## config.mk

```make
export PLATFORM = sky130hd
export DESIGN_NAME = fofp_flag_offset
export DESIGN_NICKNAME = d
export VERILOG_FILES = /design/src/hw/fofp_pkg.sv /design/src/hw/fofp_flag_offset.sv
export VERILOG_INCLUDE_DIRS = /design/src /design/src/hw
export SDC_FILE = /design/constraint.sdc
export NUM_CORES = 1
export LEC_CHECK = 0
export ABC_AREA = 1
export BUFFER_PORTS_ARGS = -buffer_cell sky130_fd_sc_hd__buf_4
export CAP_MARGIN = 20
export CORE_AREA = 8 8 159 161
export CTS_CLUSTER_DIAMETER = 50
export DETAILED_ROUTE_END_ITERATION = 8
export DIE_AREA = 0 0 167 169
export PLACE_DENSITY = 0.67
export SYNTH_ARGS = -nofsm -noshare
export SYNTH_HDL_FRONTEND = slang
export SYNTH_SLANG_ARGS = --single-unit
```

## constraint.sdc

```tcl
create_clock -name clk_sys_i -period 3.7 [get_ports clk_sys_i]
set_input_delay 0.37 -clock clk_sys_i [delete_from_list [all_inputs] [get_ports clk_sys_i]]
set_output_delay 0.37 -clock clk_sys_i [all_outputs]
set_load 0.01 [all_outputs]
```

## src/hw/fofp_defines.svh

```systemverilog
/*
  Constants of the flag-offset programming block: geometry, offset
  defaults, flag validity latency and the register map of the bus slave.
  Assumes inclusion by bare name from files that need these values.
*/
`ifndef FOFP_DEFINES_SVH
`define FOFP_DEFINES_SVH

// Geometry
`define FOFP_DEPTH        131072
`define FOFP_OFS_W        17
`define FOFP_LO_W         9
`define FOFP_DATA_W       18

// Offset defaults chosen by the load select sampled at master reset
`define FOFP_DEF_PAR      17'h0007F
`define FOFP_DEF_SER      17'h003FF

// Write clock edges after completion before a partial flag is valid
`define FOFP_VALID_DLY    2

// Register map (byte addresses)
`define FOFP_CTRL_ADDR    4'h0
`define FOFP_STATUS_ADDR  4'h4
`define FOFP_COUNT_ADDR   4'h8
`define FOFP_CTRL_PRST    0

// Status field positions
`define FOFP_ST_SERIAL    0
`define FOFP_ST_FALL_THROUGH_MODE      1
`define FOFP_ST_EVALID    2
`define FOFP_ST_FVALID    3
`define FOFP_ST_FLAGS     4

// Bus responses
`define FOFP_RESP_OKAY    2'h0
`define FOFP_RESP_SLVERR  2'h2

`endif

```

## src/hw/fofp_pkg.sv

```systemverilog
/*
  Types shared by the flag-offset programming block.
  Assumes fofp_defines.svh is on the include path.
*/
package fofp_pkg;
  // Which of the four offset register parts a pointer selects
  typedef logic [1:0] fofp_ptr_type;
  // Offset loading method, fixed at master reset
  typedef enum logic {FOFP_PARALLEL, FOFP_SERIAL} fofp_method_type;
  // AXI4-Lite response code
  typedef logic [1:0] fofp_resp_type;
endpackage

```

## src/hw/fofp_flag_offset.sv

```systemverilog
/*
  Status flags and programmable flag offsets of a deep dual-port FIFO,
  with an AXI4-Lite slave for control and status. The memory itself is
  outside; only the fill level is tracked here.
  Assumes the port controller runs on clk_sys_i, so every one of its
  edges is a clk_sys_i edge and its pins need no synchroniser.

*/
`timescale 1ns/1ns
`include "fofp_defines.svh"

module fofp_flag_offset #(
  parameter int DEPTH = `FOFP_DEPTH,
  parameter int OFS_W = `FOFP_OFS_W,
  parameter int LO_W  = `FOFP_LO_W,
  parameter int DW    = `FOFP_DATA_W
) (
  // Clock and reset
  input  wire logic                    clk_sys_i,
  input  wire logic                    rst_i,
  // Controller pins
  input  wire logic                    master_reset_n_i,
  input  wire logic                    partial_reset_n_i,
  input  wire logic                    offset_load_select_n_i,
  input  wire logic                    write_enable_n_i,
  input  wire logic                    read_enable_n_i,
  input  wire logic                    shift_enable_n_i,
  input  wire logic                    serial_offset_in_i,
  input  wire logic                    fall_through_mode_i,
  input  wire logic [DW-1:0]           data_inputs_i,
  // Data and flags
  output logic      [DW-1:0]           data_outputs_o,
  output logic                         full_flag_n_o,
  output logic                         empty_flag_n_o,
  output logic                         input_ready_n_o,
  output logic                         output_ready_n_o,
  output logic                         half_full_flag_n_o,
  output logic                         almost_full_flag_n_o,
  output logic                         almost_empty_flag_n_o,
  // AXI4-Lite slave
  input  wire logic [3:0]              s_axi_awaddr,
  input  wire logic                    s_axi_awvalid,
  output logic                         s_axi_awready,
  input  wire logic [31:0]             s_axi_wdata,
  input  wire logic [3:0]              s_axi_wstrb,
  input  wire logic                    s_axi_wvalid,
  output logic                         s_axi_wready,
  output fofp_pkg::fofp_resp_type      s_axi_bresp,
  output logic                         s_axi_bvalid,
  input  wire logic                    s_axi_bready,
  input  wire logic [3:0]              s_axi_araddr,
  input  wire logic                    s_axi_arvalid,
  output logic                         s_axi_arready,
  output logic      [31:0]             s_axi_rdata,
  output fofp_pkg::fofp_resp_type      s_axi_rresp,
  output logic                         s_axi_rvalid,
  input  wire logic                    s_axi_rready
);
  import fofp_pkg::*;

  localparam int SER_W = 2 * OFS_W;
  localparam int HI_W  = OFS_W - LO_W;
  localparam int CNT_W = $clog2(DEPTH + 2);
  localparam int SC_W  = $clog2(SER_W);
  // Compare width holds count plus offset without wrapping
  localparam int CMP_W = (CNT_W > OFS_W ? CNT_W : OFS_W) + 1;

  if (OFS_W < $clog2(DEPTH) || LO_W > DW || HI_W > DW || HI_W < 1)
    $error("fofp_flag_offset: unsupported geometry");

  function automatic int part_base(input fofp_ptr_type p);
    case (p)
      2'h0:    part_base = 0;
      2'h1:    part_base = LO_W;
      2'h2:    part_base = OFS_W;
      default: part_base = OFS_W + LO_W;
    endcase
  endfunction

  function automatic int part_width(input fofp_ptr_type p);
    part_width = p[0] ? HI_W : LO_W;
  endfunction

  function automatic logic addr_ok(input logic [3:0] a);
    addr_ok = (a == `FOFP_CTRL_ADDR) || (a == `FOFP_STATUS_ADDR) ||
              (a == `FOFP_COUNT_ADDR);
  endfunction

  // Configuration, offsets and pointers
  fofp_method_type    method_reg, method_next;
  logic               fall_through_mode_reg, fall_through_mode_next;
  logic [SER_W-1:0]   ofs_reg, ofs_next;
  fofp_ptr_type       wptr_reg, wptr_next, rptr_reg, rptr_next;
  logic [SC_W-1:0]    ser_cnt_reg, ser_cnt_next;
  logic [1:0]         epipe_reg, epipe_next, fpipe_reg, fpipe_next;
  logic               evalid_reg, evalid_next, fvalid_reg, fvalid_next;
  // Fill level, data and flags
  logic [CNT_W-1:0]   cnt_reg, cnt_next;
  logic [DW-1:0]      dout_reg, dout_next;
  logic [6:0]         flags_reg, flags_next;
  // Bus slave
  logic               aw_held_reg, aw_held_next, w_held_reg, w_held_next;
  logic [3:0]         awaddr_reg, awaddr_next;
  logic [31:0]        wdata_reg, wdata_next;
  logic [3:0]         wstrb_reg, wstrb_next;
  logic               bvalid_reg, bvalid_next, rvalid_reg, rvalid_next;
  fofp_resp_type      bresp_reg, bresp_next, rresp_reg, rresp_next;
  logic [31:0]        rdata_reg, rdata_next;
  logic               prst_reg, prst_next;

  // Enable decode
  logic ofs_sel, par_wr, par_rd, ser_sh, mem_wr, mem_rd, mrst, prst;
  logic [OFS_W-1:0] empty_ofs, full_ofs;
  logic [CNT_W-1:0] cap;
  logic full_now, empty_now;
  logic e_clr, e_done, f_clr, f_done;

  assign ofs_sel = !offset_load_select_n_i;
  assign par_wr  = ofs_sel && !write_enable_n_i && read_enable_n_i &&
                   shift_enable_n_i && method_reg == FOFP_PARALLEL;
  assign par_rd  = ofs_sel && write_enable_n_i && !read_enable_n_i &&
                   shift_enable_n_i;
  assign ser_sh  = ofs_sel && write_enable_n_i && read_enable_n_i &&
                   !shift_enable_n_i && method_reg == FOFP_SERIAL;
  assign mrst    = !master_reset_n_i;
  // Software request acts as a partial reset one cycle after the write
  assign prst    = !partial_reset_n_i || prst_reg;
  assign empty_ofs = ofs_reg[OFS_W-1:0];
  assign full_ofs  = ofs_reg[SER_W-1:OFS_W];
  assign cap       = CNT_W'(DEPTH) + CNT_W'(fall_through_mode_reg);
  assign full_now  = cnt_reg == cap;
  assign empty_now = cnt_reg == '0;
  assign mem_wr    = offset_load_select_n_i && !write_enable_n_i &&
                     !full_now;
  assign mem_rd    = offset_load_select_n_i && !read_enable_n_i &&
                     !empty_now;

  // Validity triggers; a parallel write to a flag's low part restarts it
  always_comb begin
    e_clr  = 1'b0;
    e_done = 1'b0;
    f_clr  = 1'b0;
    f_done = 1'b0;
    if (ser_sh) begin
      e_clr  = ser_cnt_reg == '0;
      f_clr  = ser_cnt_reg == '0;
      e_done = ser_cnt_reg == SC_W'(SER_W - 1);
      f_done = ser_cnt_reg == SC_W'(SER_W - 1);
    end else if (par_wr) begin
      e_clr  = wptr_reg == 2'h0;
      e_done = wptr_reg == 2'h1;
      f_clr  = wptr_reg == 2'h2;
      f_done = wptr_reg == 2'h3;
    end
  end

  // Configuration, offsets, pointers, validity
  always_comb begin
    method_next  = method_reg;
    fall_through_mode_next    = fall_through_mode_reg;
    ofs_next     = ofs_reg;
    wptr_next    = wptr_reg;
    rptr_next    = rptr_reg;
    ser_cnt_next = ser_cnt_reg;
    epipe_next   = {epipe_reg[0], e_done};
    fpipe_next   = {fpipe_reg[0], f_done};
    evalid_next  = (evalid_reg && !e_clr) || epipe_reg[1];
    fvalid_next  = (fvalid_reg && !f_clr) || fpipe_reg[1];
    if (mrst) begin
      method_next  = offset_load_select_n_i ? FOFP_SERIAL : FOFP_PARALLEL;
      fall_through_mode_next    = fall_through_mode_i;
      ofs_next     = offset_load_select_n_i ?
                     {2{OFS_W'(`FOFP_DEF_SER)}} :
                     {2{OFS_W'(`FOFP_DEF_PAR)}};
      wptr_next    = 2'h0;
      rptr_next    = 2'h0;
      ser_cnt_next = '0;
      epipe_next   = '0;
      fpipe_next   = '0;
      evalid_next  = 1'b1;
      fvalid_next  = 1'b1;
    end else begin
      if (ser_sh) begin
        ofs_next     = {serial_offset_in_i, ofs_reg[SER_W-1:1]};
        ser_cnt_next = e_done ? '0 : SC_W'(ser_cnt_reg + 1'b1);
      end
      if (par_wr) begin
        for (int b = 0; b < SER_W; b++) begin
          if (b >= part_base(wptr_reg) &&
              b < part_base(wptr_reg) + part_width(wptr_reg))
            ofs_next[b] = data_inputs_i[b - part_base(wptr_reg)];
        end
        wptr_next = fofp_ptr_type'(wptr_reg + 1'b1);
      end
      if (par_rd)
        rptr_next = fofp_ptr_type'(rptr_reg + 1'b1);
    end
  end

  always_ff @(posedge clk_sys_i or posedge rst_i) begin
    if (rst_i) begin
      method_reg  <= FOFP_PARALLEL;
      fall_through_mode_reg    <= 1'b0;
      ofs_reg     <= {2{OFS_W'(`FOFP_DEF_PAR)}};
      wptr_reg    <= 2'h0;
      rptr_reg    <= 2'h0;
      ser_cnt_reg <= '0;
      epipe_reg   <= '0;
      fpipe_reg   <= '0;
      evalid_reg  <= 1'b1;
      fvalid_reg  <= 1'b1;
    end else begin
      method_reg  <= method_next;
      fall_through_mode_reg    <= fall_through_mode_next;
      ofs_reg     <= ofs_next;
      wptr_reg    <= wptr_next;
      rptr_reg    <= rptr_next;
      ser_cnt_reg <= ser_cnt_next;
      epipe_reg   <= epipe_next;
      fpipe_reg   <= fpipe_next;
      evalid_reg  <= evalid_next;
      fvalid_reg  <= fvalid_next;
    end
  end

  // Fill level, data outputs and flags. Flags lag the level by one edge.
  always_comb begin
    cnt_next  = cnt_reg;
    dout_next = dout_reg;
    if (mem_wr && !mem_rd)
      cnt_next = CNT_W'(cnt_reg + 1'b1);
    else if (mem_rd && !mem_wr)
      cnt_next = CNT_W'(cnt_reg - 1'b1);
    if (par_rd) begin
      dout_next = '0;
      for (int b = 0; b < DW; b++) begin
        if (b < part_width(rptr_reg))
          dout_next[b] = ofs_reg[part_base(rptr_reg) + b];
      end
    end
    if (mrst || prst) begin
      cnt_next  = '0;
      dout_next = '0;
    end
    // {full, empty, half, almost full, almost empty, in-ready, out-ready}
    flags_next[6] = !(!fall_through_mode_reg && full_now);
    flags_next[5] = !fall_through_mode_reg ? !empty_now : 1'b1;
    flags_next[4] = !(cnt_reg >= CNT_W'(DEPTH / 2 + 1) + CNT_W'(fall_through_mode_reg));
    flags_next[3] = !(fvalid_reg &&
                      CMP_W'(cnt_reg) + CMP_W'(full_ofs) >= CMP_W'(cap));
    flags_next[2] = evalid_reg ?
                    !(CMP_W'(cnt_reg) <=
                      CMP_W'(empty_ofs) + CMP_W'(fall_through_mode_reg)) :
                    1'b0;
    flags_next[1] = fall_through_mode_reg && full_now;
    flags_next[0] = fall_through_mode_reg ? empty_now : 1'b1;
    if (mrst || prst)
      flags_next = {1'b1, !fall_through_mode_next, 1'b1, 1'b1, 1'b0, 1'b0, fall_through_mode_next};
  end

  always_ff @(posedge clk_sys_i or posedge rst_i) begin
    if (rst_i) begin
      cnt_reg   <= '0;
      dout_reg  <= '0;
      flags_reg <= 7'h59;
    end else begin
      cnt_reg   <= cnt_next;
      dout_reg  <= dout_next;
      flags_reg <= flags_next;
    end
  end

  assign data_outputs_o        = dout_reg;
  assign full_flag_n_o         = flags_reg[6];
  assign empty_flag_n_o        = flags_reg[5];
  assign half_full_flag_n_o    = flags_reg[4];
  assign almost_full_flag_n_o  = flags_reg[3];
  assign almost_empty_flag_n_o = flags_reg[2];
  assign input_ready_n_o       = flags_reg[1];
  assign output_ready_n_o      = flags_reg[0];

  // Bus slave: address and data taken in either order, one write at a time
  always_comb begin
    aw_held_next = aw_held_reg || (s_axi_awvalid && s_axi_awready);
    w_held_next  = w_held_reg || (s_axi_wvalid && s_axi_wready);
    awaddr_next  = (s_axi_awvalid && s_axi_awready) ? s_axi_awaddr
                                                    : awaddr_reg;
    wdata_next   = (s_axi_wvalid && s_axi_wready) ? s_axi_wdata : wdata_reg;
    wstrb_next   = (s_axi_wvalid && s_axi_wready) ? s_axi_wstrb : wstrb_reg;
    bvalid_next  = bvalid_reg && !s_axi_bready;
    bresp_next   = bresp_reg;
    prst_next    = 1'b0;
    if (aw_held_reg && w_held_reg && !bvalid_reg) begin
      aw_held_next = 1'b0;
      w_held_next  = 1'b0;
      bvalid_next  = 1'b1;
      bresp_next   = addr_ok(awaddr_reg) ? `FOFP_RESP_OKAY
                                         : `FOFP_RESP_SLVERR;
      prst_next    = awaddr_reg == `FOFP_CTRL_ADDR && wstrb_reg[0] &&
                     wdata_reg[`FOFP_CTRL_PRST];
    end
    rvalid_next = rvalid_reg && !s_axi_rready;
    rdata_next  = rdata_reg;
    rresp_next  = rresp_reg;
    if (s_axi_arvalid && s_axi_arready) begin
      rvalid_next = 1'b1;
      rresp_next  = addr_ok(s_axi_araddr) ? `FOFP_RESP_OKAY
                                          : `FOFP_RESP_SLVERR;
      rdata_next  = '0;
      if (s_axi_araddr == `FOFP_STATUS_ADDR) begin
        rdata_next[`FOFP_ST_SERIAL] = method_reg == FOFP_SERIAL;
        rdata_next[`FOFP_ST_FALL_THROUGH_MODE]   = fall_through_mode_reg;
        rdata_next[`FOFP_ST_EVALID] = evalid_reg;
        rdata_next[`FOFP_ST_FVALID] = fvalid_reg;
        rdata_next[`FOFP_ST_FLAGS +: 7] = flags_reg;
      end else if (s_axi_araddr == `FOFP_COUNT_ADDR)
        rdata_next[CNT_W-1:0] = cnt_reg;
    end
  end

  always_ff @(posedge clk_sys_i or posedge rst_i) begin
    if (rst_i) begin
      aw_held_reg <= 1'b0;
      w_held_reg  <= 1'b0;
      awaddr_reg  <= 4'h0;
      wdata_reg   <= 32'h0;
      wstrb_reg   <= 4'h0;
      bvalid_reg  <= 1'b0;
      bresp_reg   <= `FOFP_RESP_OKAY;
      rvalid_reg  <= 1'b0;
      rdata_reg   <= 32'h0;
      rresp_reg   <= `FOFP_RESP_OKAY;
      prst_reg    <= 1'b0;
    end else begin
      aw_held_reg <= aw_held_next;
      w_held_reg  <= w_held_next;
      awaddr_reg  <= awaddr_next;
      wdata_reg   <= wdata_next;
      wstrb_reg   <= wstrb_next;
      bvalid_reg  <= bvalid_next;
      bresp_reg   <= bresp_next;
      rvalid_reg  <= rvalid_next;
      rdata_reg   <= rdata_next;
      rresp_reg   <= rresp_next;
      prst_reg    <= prst_next;
    end
  end

  assign s_axi_awready = !aw_held_reg && !bvalid_reg;
  assign s_axi_wready  = !w_held_reg && !bvalid_reg;
  assign s_axi_bvalid  = bvalid_reg;
  assign s_axi_bresp   = bresp_reg;
  assign s_axi_arready = !rvalid_reg;
  assign s_axi_rvalid  = rvalid_reg;
  assign s_axi_rdata   = rdata_reg;
  assign s_axi_rresp   = rresp_reg;
endmodule // fofp_flag_offset

```

==> results by group <==
Status
  – Status: complete, no violations

Synth
  – Count of cell types in the netlist: 49
  – Count of synthesis-stage warnings from yosys: 0
  – Top flip-flop cell by instance count after synthesis: sky130_fd_sc_hd__dfrtp_1
  – FFs w/ async S/R, synth: 1.00
  – Synthesized instance count: around 1,500
  – FF+latch count, synth: 117
  – Synthesized area per cell: about 6.7 um2
  – Number of enable flip-flop cells after synthesis: 0
  – Sequential fraction of the synthesis area: 0.292
  – Post-synthesis instance area: just over 10,000 um2

STA
  – Final count of hold timing violations: 0
  – Post-route worst hold slack: ~130 ps
  – Final critical-path share of the clock period: 0.949
  – Total setup violations reported at the end of the flow: 0
  – Slew HR: 0.405
  – Final period demand of the worst path: about 3500 ps
  – Number of pins with negative max-slew slack in the final report: 0
  – Worst clock skew: between 9 and 10 ps
  – Highest clock frequency the design can meet: 285 MHz
  – Worst Tran Pin Value: 893 ps

GRT
  – Vias in the first global route: approximately 9,800
  – Global-route wire length before repair: 51,100 um
  – Congestion Overflow GR: 0
  – Number of antenna violations at the first check in global routing: 0
  – Pin count of the biggest net entering global routing: between 70 and 80
  – Total global routing track utilization: 0.225

Clock network
  – Count of clock tree sinks: roughly 120
  – Clock latency of the later-clocked register in the worst-skew pair: roughly 430 ps
  – Number of buffers added by the clock tree synthesis step: 17
  – CTS H-tree depth: 4
  – CTS max path bufs: 2
  – Clock root buffer master: sky130_fd_sc_hd__clkbuf_16
  – Reg clk slew, reported paths: about 60 ps
  – TritonCTS clock tree: built

Route
  – DRC errors left: 0
  – Number of vias after detailed routing: about 10,000
  – Number of nets still failing antenna checks after routing: 0
  – Total wire length: about 32,000 um
  – WL per Instance: approximately 17 um
  – First-pass DRT Iterations: 5
  – Drt initial violations: 814
  – Via density per instance: between 5 and 6

Critical path
  – CP Cell Sequence: inv_1 > ha_1 > or2_2 > nor4_4 > inv_2 > nand3_1 > inv_1 > ha_1 > inv_2 > buf_4 > ha_1 > a21oi_1 > o21ai_0 > nand2_1 > nand4_1 > nand2_1 > nand3_1 > nand2_1 > nand2_1 > o22ai_1
  – Data arrival time of the worst path: 3850 ps
  – Critical Path Stages: 20
  – Endpoint of the lowest-slack register-to-register path: cnt_reg[16]$_DFFE_PP0P_
  – Type of the setup path with the least slack: reg -> reg
  – Highest cell delay on the worst timing path: between 300 and 400 ps
  – Origin of the critical flop-to-flop path: fall_through_mode_reg$_DFF_PP0_
  – Worst setup SP type: register
  – Crit path max-delay family: simple AND/OR/NAND/NOR gates
  – First element of the critical path: fall_through_mode_reg$_DFF_PP0_
  – Worst endpoint required time: 4040 ps
  – Count of buffering cells on the critical path with inverters included: 5
  – Critical path's most frequent cell: sky130_fd_sc_hd__nand2_1
  – Register-to-Register Path Depth: 20
  – Maximum fanout along the worst path: 8
  – R2R Setup Slk: between 150 and 200 ps
  – Worst setup path endpoint: cnt_reg[16]$_DFFE_PP0P_
  – CP Capture Type: register
  – Worst path slowest cell: sky130_fd_sc_hd__dfrtp_1

Cells and area
  – Number of flip-flops under the largest register name: 34
  – Fraction of final layout cells with drive strength greater than 1: 0.125
  – Final antenna diode count: 0
  – Post-synthesis to final-layout area growth: 15.6%
  – Most frequent cells in the layout: sky130_fd_sc_hd__nand2_1 (391), sky130_fd_sc_hd__inv_1 (186), sky130_fd_sc_hd__o21ai_0 (166)
  – Total number of nets in the final design: 1,749
  – Most common library cell in the layout ignoring fill and taps: sky130_fd_sc_hd__nand2_1

Power
  – Peak supply drop: 0.219 mV
  – Total power draw: 4860 uW
  – Ratio of total power to cell area: roughly 410 nW/um2
  – Leak Pwr: between 0.005 and 0.006 uW

Worst hold path
  – Class of the tightest hold or removal check: in -> async

Place
  – Detailed Place HPWL: roughly 24,000 um
  – Number of input and output port buffers inserted: 83
  – Routability congestion estimate from global placement: roughly 0.94

Floorplanning
  – I/O pin count: ~140
  – Floorplan die width: 167 um
  – Total number of placement rows: 56
  – Die Height: between 150 and 200 um
  – Starting density of the core: 0.442
  – Die ar.: 28,200 um2
  – Core Region: 22,900 um2

Run
  – Number of maximum-capacitance constraint violations: 0
## cells by family after synthesis
group           count (synthesis)  share of synthesized area
fa+ha+maj                      78                     0.0979
xor+xnor                       23                     0.0199
flops                         117                      0.292
buf+inv                       262                      0.110
mux                             6                    0.00643
other cells                     1                   0.000370
compound gates                375                      0.209
simple gates                  640                      0.265
## final cells by class
cell class / count / area, um2
Fill cell: 2287 / 11200
Multi-Input combinational cell: 1147 / 6180
Sequential cell: 117 / 2950
Inverter: 194 / 731
Clock inverter: 14 / 169
Clock buffer: 18 / 429
Tap cell: 290 / 363
Timing Repair Buffer: 117 / 878
## worst min path at each step
stage / start / end / slack (ps) / depth (start not counted)
3_5_place_dp: epipe_reg[1]$_DFF_PP0_ / evalid_reg$_DFF_PP1_ / 420 / 2
3_3_place_gp: epipe_reg[1]$_DFF_PP0_ / evalid_reg$_DFF_PP1_ / 410 / 2
6_report: rst_i / cnt_reg[14]$_DFFE_PP0P_ / 130 / 2
5_1_grt: s_axi_bready / s_axi_bvalid$_DFF_PP0_ / 130 / 2
4_1_cts: s_axi_rready / s_axi_rvalid$_DFF_PP0_ / 110 / 2
2_1_floorplan: epipe_reg[1]$_DFF_PP0_ / evalid_reg$_DFF_PP1_ / 410 / 2
## per-stage QoR
stage	util	area [um2]	instances	setup TNS (ps)	worst slack, ps
global placement	0.482	11000	1862	0	155
CTS	0.508	11600	1894	0	87.4
floorplan	-	10200	1526	0	158
detailed placement	0.482	11000	1862	0	108
global route	0.511	11700	1897	-10.4	-10.4
finish	0.511	11700	1897	0	190
## layer usage
metal | track usage | wire length (um)
met1 | 0.295 | 14200
met2 | 0.365 | 14400
met3 | 0.0370 | 2330
met4 | 0.0881 | 909
met5 | 0 | 0
## Yosys cell counts, types with 8 or more instances
cell | number | share of area
sky130_fd_sc_hd__a21oi_1 | 100 | 0.049
sky130_fd_sc_hd__a31oi_1 | 14 | 0.0087
sky130_fd_sc_hd__buf_2 | 15 | 0.0074
sky130_fd_sc_hd__buf_4 | 27 | 0.020
sky130_fd_sc_hd__clkbuf_1 | 24 | 0.0089
sky130_fd_sc_hd__dfrtp_1 | 97 | 0.24
sky130_fd_sc_hd__dfstp_2 | 20 | 0.052
sky130_fd_sc_hd__ha_1 | 76 | 0.094
sky130_fd_sc_hd__inv_1 | 189 | 0.070
sky130_fd_sc_hd__nand2_1 | 391 | 0.14
sky130_fd_sc_hd__nand3_1 | 64 | 0.032
sky130_fd_sc_hd__nand4_1 | 21 | 0.013
sky130_fd_sc_hd__nor2_1 | 119 | 0.044
sky130_fd_sc_hd__nor3_1 | 13 | 0.0064
sky130_fd_sc_hd__nor4_1 | 8 | 0.0049
sky130_fd_sc_hd__o211ai_1 | 27 | 0.020
sky130_fd_sc_hd__o21ai_0 | 169 | 0.084
sky130_fd_sc_hd__o22ai_1 | 14 | 0.0087
sky130_fd_sc_hd__o31ai_1 | 12 | 0.0089
sky130_fd_sc_hd__xor2_1 | 17 | 0.015
## where the power goes
part,internal [uW],total [uW],switching [uW]
Combinational,614,1640,1020
Clock,1010,1690,679
Sequential,1410,1530,112
## what timing repair did
| action | in CTS | in global routing |
|---|---|---|
| setup endpoints to repair | 0 | 11 |
| hold endpoints to repair | 0 | 0 |
| resized for setup | 0 | 10 |
| hold buffers | 0 | 0 |
| setup buffers | 0 | 3 |
## worst reg2reg max path: cells and delay by family, from the launching register on
kind	cells	cell delay [ps]
AO/OA/AOI/OAI	3	450
adder cells (fa/ha/maj)	3	810
buffers and inverters	5	430
flip-flops	1	350
AND/OR/NAND/NOR	9	1390
(Power assumes the default switching activity.)
